[src/common/sst_pkg.sv]
/*
 * Constants of the scan self-test controller: register map, field
 * positions, reset values and cycle counts.
 * Assumes a 25 MHz system clock and a 32-bit AXI4-Lite register bus.
 */
package sst_pkg;
  localparam int unsigned CLOCK_MHZ = 25;
  localparam int ADDR_W = 8;
  localparam int DATA_W = 32;
  localparam int CNT_W = 16;
  localparam int NUM_CPU = 2;
  localparam int CHAIN_LEN = 32;

  // register byte offsets
  localparam logic [7:0] OFS_CTRL = 8'h00;
  localparam logic [7:0] OFS_CYC95 = 8'h04;
  localparam logic [7:0] OFS_CYC99 = 8'h08;
  localparam logic [7:0] OFS_RETADDR = 8'h0C;
  localparam logic [7:0] OFS_COVERAGE = 8'h10;
  localparam logic [7:0] OFS_STATUS = 8'h14;
  localparam logic [7:0] OFS_MASK = 8'h18;
  localparam logic [7:0] OFS_PROGRESS = 8'h1C;
  localparam logic [7:0] OFS_NMIFLAG = 8'h20;

  // control fields
  localparam int CTRL_START = 0;
  localparam int CTRL_INIT = 1;
  localparam int CTRL_STAGE99 = 2;
  localparam int CTRL_BUSY = 3;

  // status fields
  localparam int ST_W = 5;
  localparam int ST_MICRO_DONE = 0;
  localparam int ST_COMPLETE = 1;
  localparam int ST_LOGIC_FAIL = 2;
  localparam int ST_TIMEOUT_FAIL = 3;
  localparam int ST_NMI_ABORT = 4;

  // reset values
  localparam logic [CNT_W-1:0] RST_CYC95 = 16'h0100;
  localparam logic [CNT_W-1:0] RST_CYC99 = 16'h0100;
  localparam logic [31:0] RST_RETADDR = 32'h0000_0000;
  localparam logic [CNT_W-1:0] RST_COVERAGE = 16'h0400;
  localparam logic [ST_W-1:0] RST_MASK = 5'h00;

  localparam logic [1:0] RESP_OKAY = 2'h0;
  localparam logic [1:0] RESP_SLVERR = 2'h2;

  // longest wait for the signature result, rounded down
  localparam int unsigned COMPARE_TIMEOUT_NS = 2000;
  localparam int unsigned COMPARE_TIMEOUT_CYC =
    (COMPARE_TIMEOUT_NS * CLOCK_MHZ) / 1000;
  // least length of the core reset pulse, rounded up
  localparam int unsigned CPU_RESET_NS = 200;
  localparam int unsigned CPU_RESET_CYC =
    (CPU_RESET_NS * CLOCK_MHZ + 999) / 1000;

  typedef enum logic [1:0] {
    ST_IDLE,
    ST_RUN,
    ST_COMPARE,
    ST_RESET_CPU
  } sst_state_type;
endpackage : sst_pkg

[src/hw/sst_ctrl.sv]
/*
 * Scan self-test controller: AXI4-Lite register file, micro-run
 * sequencing, failure detection, nmi flags and interrupt.
 * Assumes the core honours halt, reset and the interrupt hold, and the
 * signature checker answers misr_valid after a run.
 */
// Contract
// - a started run halts the core and hands its logic to scan.
// - a failure sets its status bit and ends the run.
// - failure causes: signature mismatch, or no result before timeout.
// - failures record status, raise nmi and set nmi flag bits.
// - the failure nmi goes to every processor.
// - separate cycles-per-run counts for 95% and 99% stages.
// - programmable return address, reset to 0x0000.
// - programmable coverage target decides when test is complete.
// - progress persists across micro-runs until target is met.
// - run end captures results then resets the core.
// - interrupts to the core are held until it is released.
// - a system nmi aborts the run via a core reset.
// - scan shift and capture are clocked by the system clock.
`timescale 1ns/10ps
module sst_ctrl #(
  parameter int NUM_CPU = sst_pkg::NUM_CPU,
  parameter int CHAIN_LEN = sst_pkg::CHAIN_LEN
) (
  input wire logic clock,
  input wire logic reset,
  input wire logic [sst_pkg::ADDR_W-1:0] s_axi_awaddr,
  input wire logic s_axi_awvalid,
  output logic s_axi_awready,
  input wire logic [sst_pkg::DATA_W-1:0] s_axi_wdata,
  input wire logic [3:0] s_axi_wstrb,
  input wire logic s_axi_wvalid,
  output logic s_axi_wready,
  output logic [1:0] s_axi_bresp,
  output logic s_axi_bvalid,
  input wire logic s_axi_bready,
  input wire logic [sst_pkg::ADDR_W-1:0] s_axi_araddr,
  input wire logic s_axi_arvalid,
  output logic s_axi_arready,
  output logic [sst_pkg::DATA_W-1:0] s_axi_rdata,
  output logic [1:0] s_axi_rresp,
  output logic s_axi_rvalid,
  input wire logic s_axi_rready,
  input wire logic misr_valid,
  input wire logic misr_fail,
  input wire logic sys_nmi,
  output logic cpu_halt,
  output logic cpu_reset,
  output logic intr_hold,
  output logic [31:0] return_addr,
  output logic scan_shift,
  output logic scan_capture,
  output logic [NUM_CPU-1:0] nmi_out,
  output logic irq
);
  import sst_pkg::*;

  function automatic logic [31:0] merge(input logic [31:0] old,
                                        input logic [31:0] val,
                                        input logic [3:0] be);
    logic [31:0] r;
    r = old;
    for (int i = 0; i < 4; i++) begin
      if (be[i]) begin
        r[8*i +: 8] = val[8*i +: 8];
      end
    end
    return r;
  endfunction : merge

  sst_state_type state_q, state_d;
  logic aw_have_q, aw_have_d, w_have_q, w_have_d;
  logic [ADDR_W-1:0] aw_addr_q, aw_addr_d;
  logic [31:0] wdata_q, wdata_d;
  logic [3:0] wstrb_q, wstrb_d;
  logic bvalid_q, bvalid_d, rvalid_q, rvalid_d;
  logic [1:0] bresp_q, bresp_d, rresp_q, rresp_d;
  logic [31:0] rdata_q, rdata_d;
  logic stage99_q, stage99_d;
  logic [CNT_W-1:0] cyc95_q, cyc95_d, cyc99_q, cyc99_d;
  logic [31:0] retaddr_q, retaddr_d;
  logic [CNT_W-1:0] coverage_q, coverage_d;
  logic [CNT_W-1:0] progress_q, progress_d;
  logic [ST_W-1:0] status_q, status_d, mask_q, mask_d;
  logic [NUM_CPU-1:0] nmiflag_q, nmiflag_d;
  logic failed_q, failed_d;
  logic [CNT_W-1:0] cnt_q, cnt_d;
  logic [ST_W-1:0] ev;
  logic [NUM_CPU-1:0] nmi_clr;
  logic start_req, init_req, rd_clr, do_write, pattern_tick;
  logic [31:0] w;

  sst_scan_seq #(
    .CHAIN_LEN(CHAIN_LEN)
  ) u_seq (
    .clock(clock),
    .reset(reset),
    .run(state_q == ST_RUN),
    .shift_en(scan_shift),
    .capture_en(scan_capture),
    .pattern_tick(pattern_tick)
  );

  always_comb begin
    state_d = state_q;
    aw_have_d = aw_have_q;
    w_have_d = w_have_q;
    aw_addr_d = aw_addr_q;
    wdata_d = wdata_q;
    wstrb_d = wstrb_q;
    bvalid_d = bvalid_q;
    bresp_d = bresp_q;
    rvalid_d = rvalid_q;
    rresp_d = rresp_q;
    rdata_d = rdata_q;
    stage99_d = stage99_q;
    cyc95_d = cyc95_q;
    cyc99_d = cyc99_q;
    retaddr_d = retaddr_q;
    coverage_d = coverage_q;
    progress_d = progress_q;
    mask_d = mask_q;
    failed_d = failed_q;
    cnt_d = cnt_q;
    ev = '0;
    nmi_clr = '0;
    start_req = 1'b0;
    init_req = 1'b0;
    rd_clr = 1'b0;
    w = 32'h0000_0000;
    // write channel: address and data taken in either order
    if (!aw_have_q && s_axi_awvalid) begin
      aw_have_d = 1'b1;
      aw_addr_d = s_axi_awaddr;
    end
    if (!w_have_q && s_axi_wvalid) begin
      w_have_d = 1'b1;
      wdata_d = s_axi_wdata;
      wstrb_d = s_axi_wstrb;
    end
    if (bvalid_q && s_axi_bready) begin
      bvalid_d = 1'b0;
    end
    do_write = aw_have_q && w_have_q && !bvalid_q;
    if (do_write) begin
      aw_have_d = 1'b0;
      w_have_d = 1'b0;
      bvalid_d = 1'b1;
      bresp_d = RESP_OKAY;
      case (aw_addr_q)
        OFS_CTRL: begin
          w = merge(32'h0000_0000, wdata_q, wstrb_q);
          start_req = w[CTRL_START];
          init_req = w[CTRL_INIT];
          if (wstrb_q[0]) begin
            stage99_d = w[CTRL_STAGE99];
          end
        end
        OFS_CYC95: begin
          w = merge({16'h0000, cyc95_q}, wdata_q, wstrb_q);
          cyc95_d = w[CNT_W-1:0];
        end
        OFS_CYC99: begin
          w = merge({16'h0000, cyc99_q}, wdata_q, wstrb_q);
          cyc99_d = w[CNT_W-1:0];
        end
        OFS_RETADDR: begin
          retaddr_d = merge(retaddr_q, wdata_q, wstrb_q);
        end
        OFS_COVERAGE: begin
          w = merge({16'h0000, coverage_q}, wdata_q, wstrb_q);
          coverage_d = w[CNT_W-1:0];
        end
        OFS_MASK: begin
          w = merge({27'h0000000, mask_q}, wdata_q, wstrb_q);
          mask_d = w[ST_W-1:0];
        end
        OFS_NMIFLAG: begin
          w = merge(32'h0000_0000, wdata_q, wstrb_q);
          nmi_clr = w[NUM_CPU-1:0];
        end
        OFS_STATUS, OFS_PROGRESS: begin
        end
        default: begin
          bresp_d = RESP_SLVERR;
        end
      endcase
    end
    // read channel
    if (rvalid_q && s_axi_rready) begin
      rvalid_d = 1'b0;
    end
    if (s_axi_arvalid && !rvalid_q) begin
      rvalid_d = 1'b1;
      rresp_d = RESP_OKAY;
      rdata_d = 32'h0000_0000;
      case (s_axi_araddr)
        OFS_CTRL: begin
          rdata_d[CTRL_STAGE99] = stage99_q;
          rdata_d[CTRL_BUSY] = (state_q != ST_IDLE);
        end
        OFS_CYC95: rdata_d[CNT_W-1:0] = cyc95_q;
        OFS_CYC99: rdata_d[CNT_W-1:0] = cyc99_q;
        OFS_RETADDR: rdata_d = retaddr_q;
        OFS_COVERAGE: rdata_d[CNT_W-1:0] = coverage_q;
        OFS_STATUS: begin
          rdata_d[ST_W-1:0] = status_q;
          rd_clr = 1'b1;
        end
        OFS_MASK: rdata_d[ST_W-1:0] = mask_q;
        OFS_PROGRESS: rdata_d[CNT_W-1:0] = progress_q;
        OFS_NMIFLAG: rdata_d[NUM_CPU-1:0] = nmiflag_q;
        default: rresp_d = RESP_SLVERR;
      endcase
    end
    // initialisation restarts the coverage walk
    if (init_req && state_q == ST_IDLE) begin
      progress_d = '0;
      failed_d = 1'b0;
    end
    // micro-run sequencing
    case (state_q)
      ST_IDLE: begin
        if (start_req && !init_req && !failed_q &&
            progress_q < coverage_q) begin
          state_d = ST_RUN;
          cnt_d = stage99_q ? cyc99_q : cyc95_q;
        end
      end
      ST_RUN: begin
        if (pattern_tick && progress_q != {CNT_W{1'b1}}) begin
          progress_d = progress_q + 16'h0001;
        end
        if (sys_nmi) begin
          ev[ST_NMI_ABORT] = 1'b1;
          cnt_d = 16'(CPU_RESET_CYC);
          state_d = ST_RESET_CPU;
        end else if (cnt_q <= 16'h0001) begin
          cnt_d = 16'(COMPARE_TIMEOUT_CYC);
          state_d = ST_COMPARE;
        end else begin
          cnt_d = cnt_q - 16'h0001;
        end
      end
      ST_COMPARE: begin
        if (sys_nmi) begin
          ev[ST_NMI_ABORT] = 1'b1;
          cnt_d = 16'(CPU_RESET_CYC);
          state_d = ST_RESET_CPU;
        end else if (misr_valid) begin
          ev[ST_MICRO_DONE] = 1'b1;
          if (misr_fail) begin
            ev[ST_LOGIC_FAIL] = 1'b1;
            failed_d = 1'b1;
          end else if (progress_q >= coverage_q) begin
            ev[ST_COMPLETE] = 1'b1;
          end
          cnt_d = 16'(CPU_RESET_CYC);
          state_d = ST_RESET_CPU;
        end else if (cnt_q <= 16'h0001) begin
          ev[ST_TIMEOUT_FAIL] = 1'b1;
          failed_d = 1'b1;
          cnt_d = 16'(CPU_RESET_CYC);
          state_d = ST_RESET_CPU;
        end else begin
          cnt_d = cnt_q - 16'h0001;
        end
      end
      ST_RESET_CPU: begin
        if (cnt_q <= 16'h0001) begin
          state_d = ST_IDLE;
        end else begin
          cnt_d = cnt_q - 16'h0001;
        end
      end
      default: begin
        state_d = ST_IDLE;
      end
    endcase
    // sticky status: a new event wins over the read clear
    status_d = (rd_clr ? '0 : status_q) | ev;
    // failure raises the nmi flag of every cpu, set wins over clear
    nmiflag_d = nmiflag_q & ~nmi_clr;
    if (ev[ST_LOGIC_FAIL] || ev[ST_TIMEOUT_FAIL]) begin
      nmiflag_d = {NUM_CPU{1'b1}};
    end
  end

  always_ff @(posedge clock) begin
    if (reset) begin
      state_q <= ST_IDLE;
      aw_have_q <= 1'b0;
      w_have_q <= 1'b0;
      aw_addr_q <= '0;
      wdata_q <= 32'h0000_0000;
      wstrb_q <= 4'h0;
      bvalid_q <= 1'b0;
      bresp_q <= RESP_OKAY;
      rvalid_q <= 1'b0;
      rresp_q <= RESP_OKAY;
      rdata_q <= 32'h0000_0000;
      stage99_q <= 1'b0;
      cyc95_q <= RST_CYC95;
      cyc99_q <= RST_CYC99;
      retaddr_q <= RST_RETADDR;
      coverage_q <= RST_COVERAGE;
      progress_q <= '0;
      status_q <= '0;
      mask_q <= RST_MASK;
      nmiflag_q <= '0;
      failed_q <= 1'b0;
      cnt_q <= '0;
    end else begin
      state_q <= state_d;
      aw_have_q <= aw_have_d;
      w_have_q <= w_have_d;
      aw_addr_q <= aw_addr_d;
      wdata_q <= wdata_d;
      wstrb_q <= wstrb_d;
      bvalid_q <= bvalid_d;
      bresp_q <= bresp_d;
      rvalid_q <= rvalid_d;
      rresp_q <= rresp_d;
      rdata_q <= rdata_d;
      stage99_q <= stage99_d;
      cyc95_q <= cyc95_d;
      cyc99_q <= cyc99_d;
      retaddr_q <= retaddr_d;
      coverage_q <= coverage_d;
      progress_q <= progress_d;
      status_q <= status_d;
      mask_q <= mask_d;
      nmiflag_q <= nmiflag_d;
      failed_q <= failed_d;
      cnt_q <= cnt_d;
    end
  end

  assign s_axi_awready = !aw_have_q;
  assign s_axi_wready = !w_have_q;
  assign s_axi_bvalid = bvalid_q;
  assign s_axi_bresp = bresp_q;
  assign s_axi_arready = !rvalid_q;
  assign s_axi_rvalid = rvalid_q;
  assign s_axi_rdata = rdata_q;
  assign s_axi_rresp = rresp_q;
  assign cpu_halt = (state_q != ST_IDLE);
  assign intr_hold = (state_q != ST_IDLE);
  assign cpu_reset = (state_q == ST_RESET_CPU);
  assign return_addr = retaddr_q;
  assign nmi_out = nmiflag_q;
  assign irq = |(status_q & mask_q);
endmodule : sst_ctrl

[src/hw/sst_scan_seq.sv]
/*
 * Scan sequencer: while run is high, shifts the chains for chain_len
 * cycles then gives one capture cycle, and flags each finished pattern.
 * Assumes the caller holds run for the whole micro-run.
 */
`timescale 1ns/10ps
module sst_scan_seq #(
  parameter int CHAIN_LEN = sst_pkg::CHAIN_LEN
) (
  input wire logic clock,
  input wire logic reset,
  input wire logic run,
  output logic shift_en,
  output logic capture_en,
  output logic pattern_tick
);
  import sst_pkg::*;

  logic [15:0] bit_q;
  logic [15:0] bit_d;
  logic shift_q;
  logic shift_d;
  logic cap_q;
  logic cap_d;

  always_comb begin
    bit_d = bit_q;
    shift_d = 1'b0;
    cap_d = 1'b0;
    if (!run) begin
      bit_d = 16'h0000;
    end else if (bit_q == 16'(CHAIN_LEN)) begin
      bit_d = 16'h0000;
      cap_d = 1'b1;
    end else begin
      bit_d = bit_q + 16'h0001;
      shift_d = 1'b1;
    end
  end

  // shift and capture both run on the system clock
  always_ff @(posedge clock) begin
    if (reset) begin
      bit_q <= 16'h0000;
      shift_q <= 1'b0;
      cap_q <= 1'b0;
    end else begin
      bit_q <= bit_d;
      shift_q <= shift_d;
      cap_q <= cap_d;
    end
  end

  assign shift_en = shift_q;
  assign capture_en = cap_q;
  assign pattern_tick = cap_q;
endmodule : sst_scan_seq

[config.mk]
export PLATFORM = sky130hd
export DESIGN_NAME = sst_ctrl
export DESIGN_NICKNAME = d
export VERILOG_FILES = /design/src/common/sst_pkg.sv /design/src/hw/sst_ctrl.sv /design/src/hw/sst_scan_seq.sv
export SDC_FILE = /design/constraint.sdc
export NUM_CORES = 1
export LEC_CHECK = 0
export BUFFER_PORTS_ARGS = -buffer_cell sky130_fd_sc_hd__clkbuf_2
export CAP_MARGIN = 20
export CORE_MARGIN = 8
export CORE_UTILIZATION = 25
export CTS_BUF_LIST = sky130_fd_sc_hd__clkbuf_8
export CTS_CLUSTER_SIZE = 40
export DETAILED_ROUTE_END_ITERATION = 16
export PLACE_DENSITY = 0.43
export SKIP_CTS_REPAIR_TIMING = 1
export SLEW_MARGIN = 10
export SYNTH_ARGS = -nofsm -noshare
export SYNTH_HDL_FRONTEND = slang
export SYNTH_HIERARCHICAL = 1
export SYNTH_SLANG_ARGS = --single-unit
[constraint.sdc]
create_clock -name clock -period 3.2 [get_ports clock]
set_clock_uncertainty 0.1 [all_clocks]
set_input_delay 0.64 -clock clock [delete_from_list [all_inputs] [get_ports clock]]
set_output_delay 0.64 -clock clock [all_outputs]
set_load 0.03 [all_outputs]
# Yosys cells after proc, flatten, opt, wreduce, memory -nomap -nowiden
# Cells that the tools add are included.
dict set report word_totals {
  output_inout_bits 81
  wordCells 174
  reg_bits 230
  in_bits 62
}
dict set report classes {
  bitwise_logic 5
  addsub 3
  n_reduce_logical 46
  order_cmp 3
  n_eq_ne 26
  muxes 60
}
# operator n
set op_table {}
lappend op_table {{two-way mux 16 bit} 12}
lappend op_table {{equality test 8 x 5 -> 1 bit, second input constant} 8}
lappend op_table {{one-hot mux 16 bit (4 select lines)} 1}
lappend op_table {{one-hot mux 11 bit (5 select lines)} 1}
lappend op_table {{AND reduction 3 bit} 12}
lappend op_table {{adder 16 x 1 -> 16 bit, second input constant} 2}
lappend op_table {{equality test 8 x 4 -> 1 bit, second input constant} 4}
lappend op_table {{one-hot mux 2 bit (8 select lines)} 2}
lappend op_table {{two-way mux 1 bit} 25}
lappend op_table {{two-way mux 2 bit} 12}
lappend op_table {{OR reduction 9 bit} 2}
lappend op_table {{equality test 16 x 6 -> 1 bit, second input constant} 1}
lappend op_table {{equality test 8 x 3 -> 1 bit, second input constant} 2}
lappend op_table {{equality test 8 x 6 -> 1 bit, second input constant} 2}
lappend op_table {{greater-or-equal comparator 16 bit} 1}
lappend op_table {{<= comparator 16 x 1 -> 1 bit, second input constant} 1}
lappend op_table {{zero test 8 bit} 2}
lappend op_table {{< comparator 16 bit} 1}
lappend op_table {{inequality test 16 bit, second input constant} 1}
lappend op_table {{subtractor 16 x 1 -> 16 bit, second input constant} 1}
lappend op_table {{logical AND 1 bit} 12}
lappend op_table {{two-way mux 4 bit} 2}
lappend op_table {{one-hot mux 2 bit (4 select lines)} 1}
lappend op_table {{one-hot mux 1 bit (7 select lines)} 1}
lappend op_table {{other kinds (22)} 34}

# Longest topological paths before layout
dict set report logic_depth {
  word_depth 9
  mapped_depth 10
  mapped_depth_nobuf 8
}

# By module
# The synthesis kept the hierarchy.
# mod cells_each seq_area_each_um2 area_per_inst_um2 n_inst
set by_module_without_submodules {}
lappend by_module_without_submodules {sst_ctrl 1169 4204.0 9898.2 1}
lappend by_module_without_submodules {sst_scan_seq 89 360.3 800.8 1}

# Worst setup path before layout
# No wires, ideal clock.
dict set report synth_path {
  kind {register to register}
  start {reg coverage_q[13]}
  end {reg state_q[1]}
  path_buffers 2
  path_stages_with_launch 11
  period_less_slack_ns 2.392
  required_ns 3.030
  t_arrival_ns 2.221
  setup_slack_ns 0.808
  setup_time_ns 0.070
  path_cell_list {dfxtp_1 inv_1 ha_1 nand4_1 or4_1 a21o_1 a31oi_1 buf_2 buf_2 o21ai_1 a21oi_1}
}
dict set report synth_via {
  elab_chain_cells 4
}
# item line_no
set synth_lines {}
lappend synth_lines {{start: declaration} sst_ctrl.sv:83} ;# logic [CNT_W-1:0] coverage_q, coverage_d;
lappend synth_lines {{start signal: assignment} sst_ctrl.sv:330} ;# coverage_q <= coverage_d;
lappend synth_lines {{< comparator 16 bit} sst_ctrl.sv:226} ;# progress_q < coverage_q) begin
lappend synth_lines {{logical AND 1 bit} sst_ctrl.sv:225} ;# if (start_req && !init_req && !failed_q &&
lappend synth_lines {{inequality test 2 x 1 -> 1 bit (no source line)} n/a}
lappend synth_lines {{AND reduction 4 bit (no source line)} n/a}
lappend synth_lines {{end signal: assignment} sst_ctrl.sv:315} ;# state_q <= state_d;
lappend synth_lines {{end: declaration} sst_ctrl.sv:72} ;# sst_state_type state_q, state_d;
# Every way passes these cells.
# A chain may end at the register's enable or synchronous reset.

# Worst setup path after layout
dict set report layout_path {
  start {reg coverage_q[13]}
  end {reg cnt_q[2]}
}
dict set report layout_via {
  elab_chain_cells 4
}
# item line_no
set layout_lines {}
lappend layout_lines {{< comparator 16 bit} sst_ctrl.sv:226}
lappend layout_lines {{logical AND 1 bit} sst_ctrl.sv:225}
lappend layout_lines {{inequality test 2 x 1 -> 1 bit (no source line)} n/a}
lappend layout_lines {{AND reduction 2 bit (no source line)} n/a}
lappend layout_lines {{end signal: assignment} sst_ctrl.sv:336} ;# cnt_q <= cnt_d;
lappend layout_lines {{end: declaration} sst_ctrl.sv:88} ;# logic [CNT_W-1:0] cnt_q, cnt_d;
# Every way passes these cells.

==> impl_metrics.ini <==
[power_and_ir_drop]
clkPwrFrac = 0.419
power.density_nw_per_um2 = 533
swShare = 0.301
comb_power_share = 0.144
p_sw_mw = 2.07
power.internal_mw = 4.79
p_total_mw = 6.86
leakagePower_nw = 5.10
ir_drop_mv = 0.265
seq_power_share = 0.437

[sta]
post-route-period-util = 0.877
worstMarginPinSlew_ns = 0.889
fmaxAchievable_mhz = 356
final-hold-violation-count = 0
slew_violations = 0
rsz0062_at_grt = false
slew_headroom = 0.406
setup_viol = 0
tns_ns = 0
min_period_ns = 2.81

[logic_synthesis]
synth_ff_type = dfxtp_1
yosys-top-cells-count = 228 x dfxtp_1, 166 x nand2_1, 141 x nor2_1, 130 x a21oi_1, 87 x mux2i_1
synth_area_um2 = 10700
synthCells = 1258
synth_top_family_by_area = simple AND/OR/NAND/NOR gates
synthAdderAreaFrac = 0.0292
post_synth.cell_area_avg_um2 = 8.50
synth.most_common_cell = dfxtp_1
synth_largest_area_cell = dfxtp_1
yosysWarnings = 6
muxShareOfSynthArea = 0.0940
synthSimpleGateAreaFrac = 0.209
synth_largest_type_area_fraction = 0.427
synth_edf_count = 0
synthArstFlopShare = 0
synth_seq_cells = 228
synth_top_cells_by_area = dfxtp_1 43%, mux2i_1 8.1%, a21oi_1 6.1%
synth-xor-area-share = 0.0205
ys_seq_area_frac = 0.427
ys_types = 78
synth_compound_area_frac = 0.174

[place]
gp_congestion = 0.822
io_buffers = 140
dp_cells = 1894
dp_hpwl_um = 27300

[critical_path]
cp.required_ns = 3.56
cp_slowest_stage_delay_ns = 0.43
cp_num_buf_inv = 2
cp-start-kind = flop
cp_slowest_cell = o311ai_0
reg2reg_setup_slack_ns = 0.39
path_class = reg -> reg
cp_max_fo = 19
worstPathCellList = inv_1 > ha_1 > a211oi_1 > o211ai_1 > a2111oi_0 > a31oi_1 > buf_4 > o311ai_0 > o21ai_2
cp_top_family = compound AO/OA/AOI/OAI gates
cp_data_arrival_time_ns = 3.16
cp-end-kind = flop

[clocking]
cts_htree_levels = 2
cts.root.buffer_cell = clkbuf_8
cts_tree = done
ctsLongestPathBuffers = 3
cts.sinks = 228
clkLatencyLatePin_ns = 0.58
path_clk_slew_ns = 0.06
numCtsBuffers = 44

[grt]
grt_antenna_before_repair = 1
grt_pass1_vias = 9826
grt_max_degree = 151
grt_util_all_layers = 0.149
grt.overflow.total = 0
grt_pass1_wl_um = 59100

[worst_hold_path]
hp-class = in -> reg

[floorplan]
core.rowCount = 75
core_area_um2 = 42100
die_h_um = 223
boundaryPins = 143
initial_utilization = 0.254
die_x_um = 223
fp.dieArea_um2 = 49700

[routing]
drt_wl_total_um = 38000
drtPass1Iterations = 5
drtAntennaViolNets = 0
vias = 9767
viasPerCell = 4.96
drc = 0
drt_iter0_markers = 766
wl_per_cell_um = 19.3

[cells_and_area]
nets = 1488
final_util = 0.306
fillCellCount = 4510
drive_gt1_frac = 0.193
layout-area-overhead-vs-synth_pct = 20.3
final_cells = 1970

[run]
drv_cap = 0

[outcome]
status = completed
[cell families (layout without fill, tap and decap cells)]
logic type / Yosys count / in the layout
muxes: 96 / 96
adders and majority gates: 25 / 25
buffers and inverters: 115 / 286
DFF: 228 / 228
and+or+nand+nor: 477 / 477
other: 1 / 3
AOI/OAI and AO/OA: 291 / 291
xor gates and xnor gates: 25 / 25
[registers in the layout, summed over array words and instances, names as in the netlist, 2 cells and up]
| name | cells |
|---|---|
| status_q | 5 |
| coverage_q | 16 |
| nmi_out | 2 |
| cyc99_q | 16 |
| state_q | 2 |
| wstrb_q | 4 |
| aw_addr_q | 8 |
| cnt_q | 16 |
| progress_q | 16 |
| wdata_q | 32 |
| cyc95_q | 16 |
| mask_q | 5 |
| u_seq/bit_q | 16 |
| s_axi_rdata | 32 |
| return_addr | 32 |
[worst paths after layout]
kind,cells past startpoint,endpoint,from
setup / recovery,9,cnt_q[2],coverage_q[13]
hold / removal,2,s_axi_rvalid,s_axi_rready
setup reg to reg,9,cnt_q[2],coverage_q[13]
hold reg to reg,2,s_axi_rdata[20],s_axi_rdata[20]
[cell usage in the layout (no fill, tap or decap), types with 13 or more instances in the layout]
master and n:
a211oi_1 14, a21oi_1 130, a22o_1 14, buf_4 36, clkbuf_2 139, clkbuf_8 53
dfxtp_1 228, ha_1 25, inv_1 48, mux2i_1 87, nand2_1 166, nand3_1 45
nand4_1 17, nor2_1 140, nor3_1 33, o211ai_1 19, o21ai_0 25, xnor2_1 13
[stage by stage]
step / area [um2] / setup slack [ns] / hold WS [ns]
after floorplan: 10700 / 0.809 / 0.336
after global placement: 12000 / 0.474 / 0.340
after detailed placement: 12000 / 0.398 / 0.347
after CTS: 12900 / 0.351 / 0.126
after global routing: 12900 / 0.249 / 0.136
final: 12900 / 0.393 / 0.163
[power by group through the flow]
stage | Combinational, mW | Clock (mW) | Sequential, mW
2_1_floorplan | 0.681 | 0 | 3.05
3_3_place_gp | 0.994 | 0 | 3.06
3_5_place_dp | 0.991 | 0 | 3.06
4_1_cts | 0.997 | 2.98 | 3.00
5_1_grt | 1.08 | 3.13 | 3.01
6_report | 0.985 | 2.88 | 3.00
[layer usage]
layer,track usage,vias to the layer above,wire length (um),part of all wire
li1,-,4777,-,-
met1,0.208,4684,18500,0.49
met2,0.224,250,16400,0.43
met3,0.0342,56,2180,0.057
met4,0.0493,0,980,0.026
met5,0,-,0,0
[cell type report]
type,instances,area [um2],area share
multi-input cells,916,5650,0.439
repair buffers,177,997,0.0775
diodes,1,2.50,0.000194
well taps,539,674,0.0524
inverters,34,128,0.00991
clock inverters,22,128,0.00991
flip-flops and latches,228,4560,0.355
clock buffers,53,729,0.0567
(Power assumes the default switching activity.)
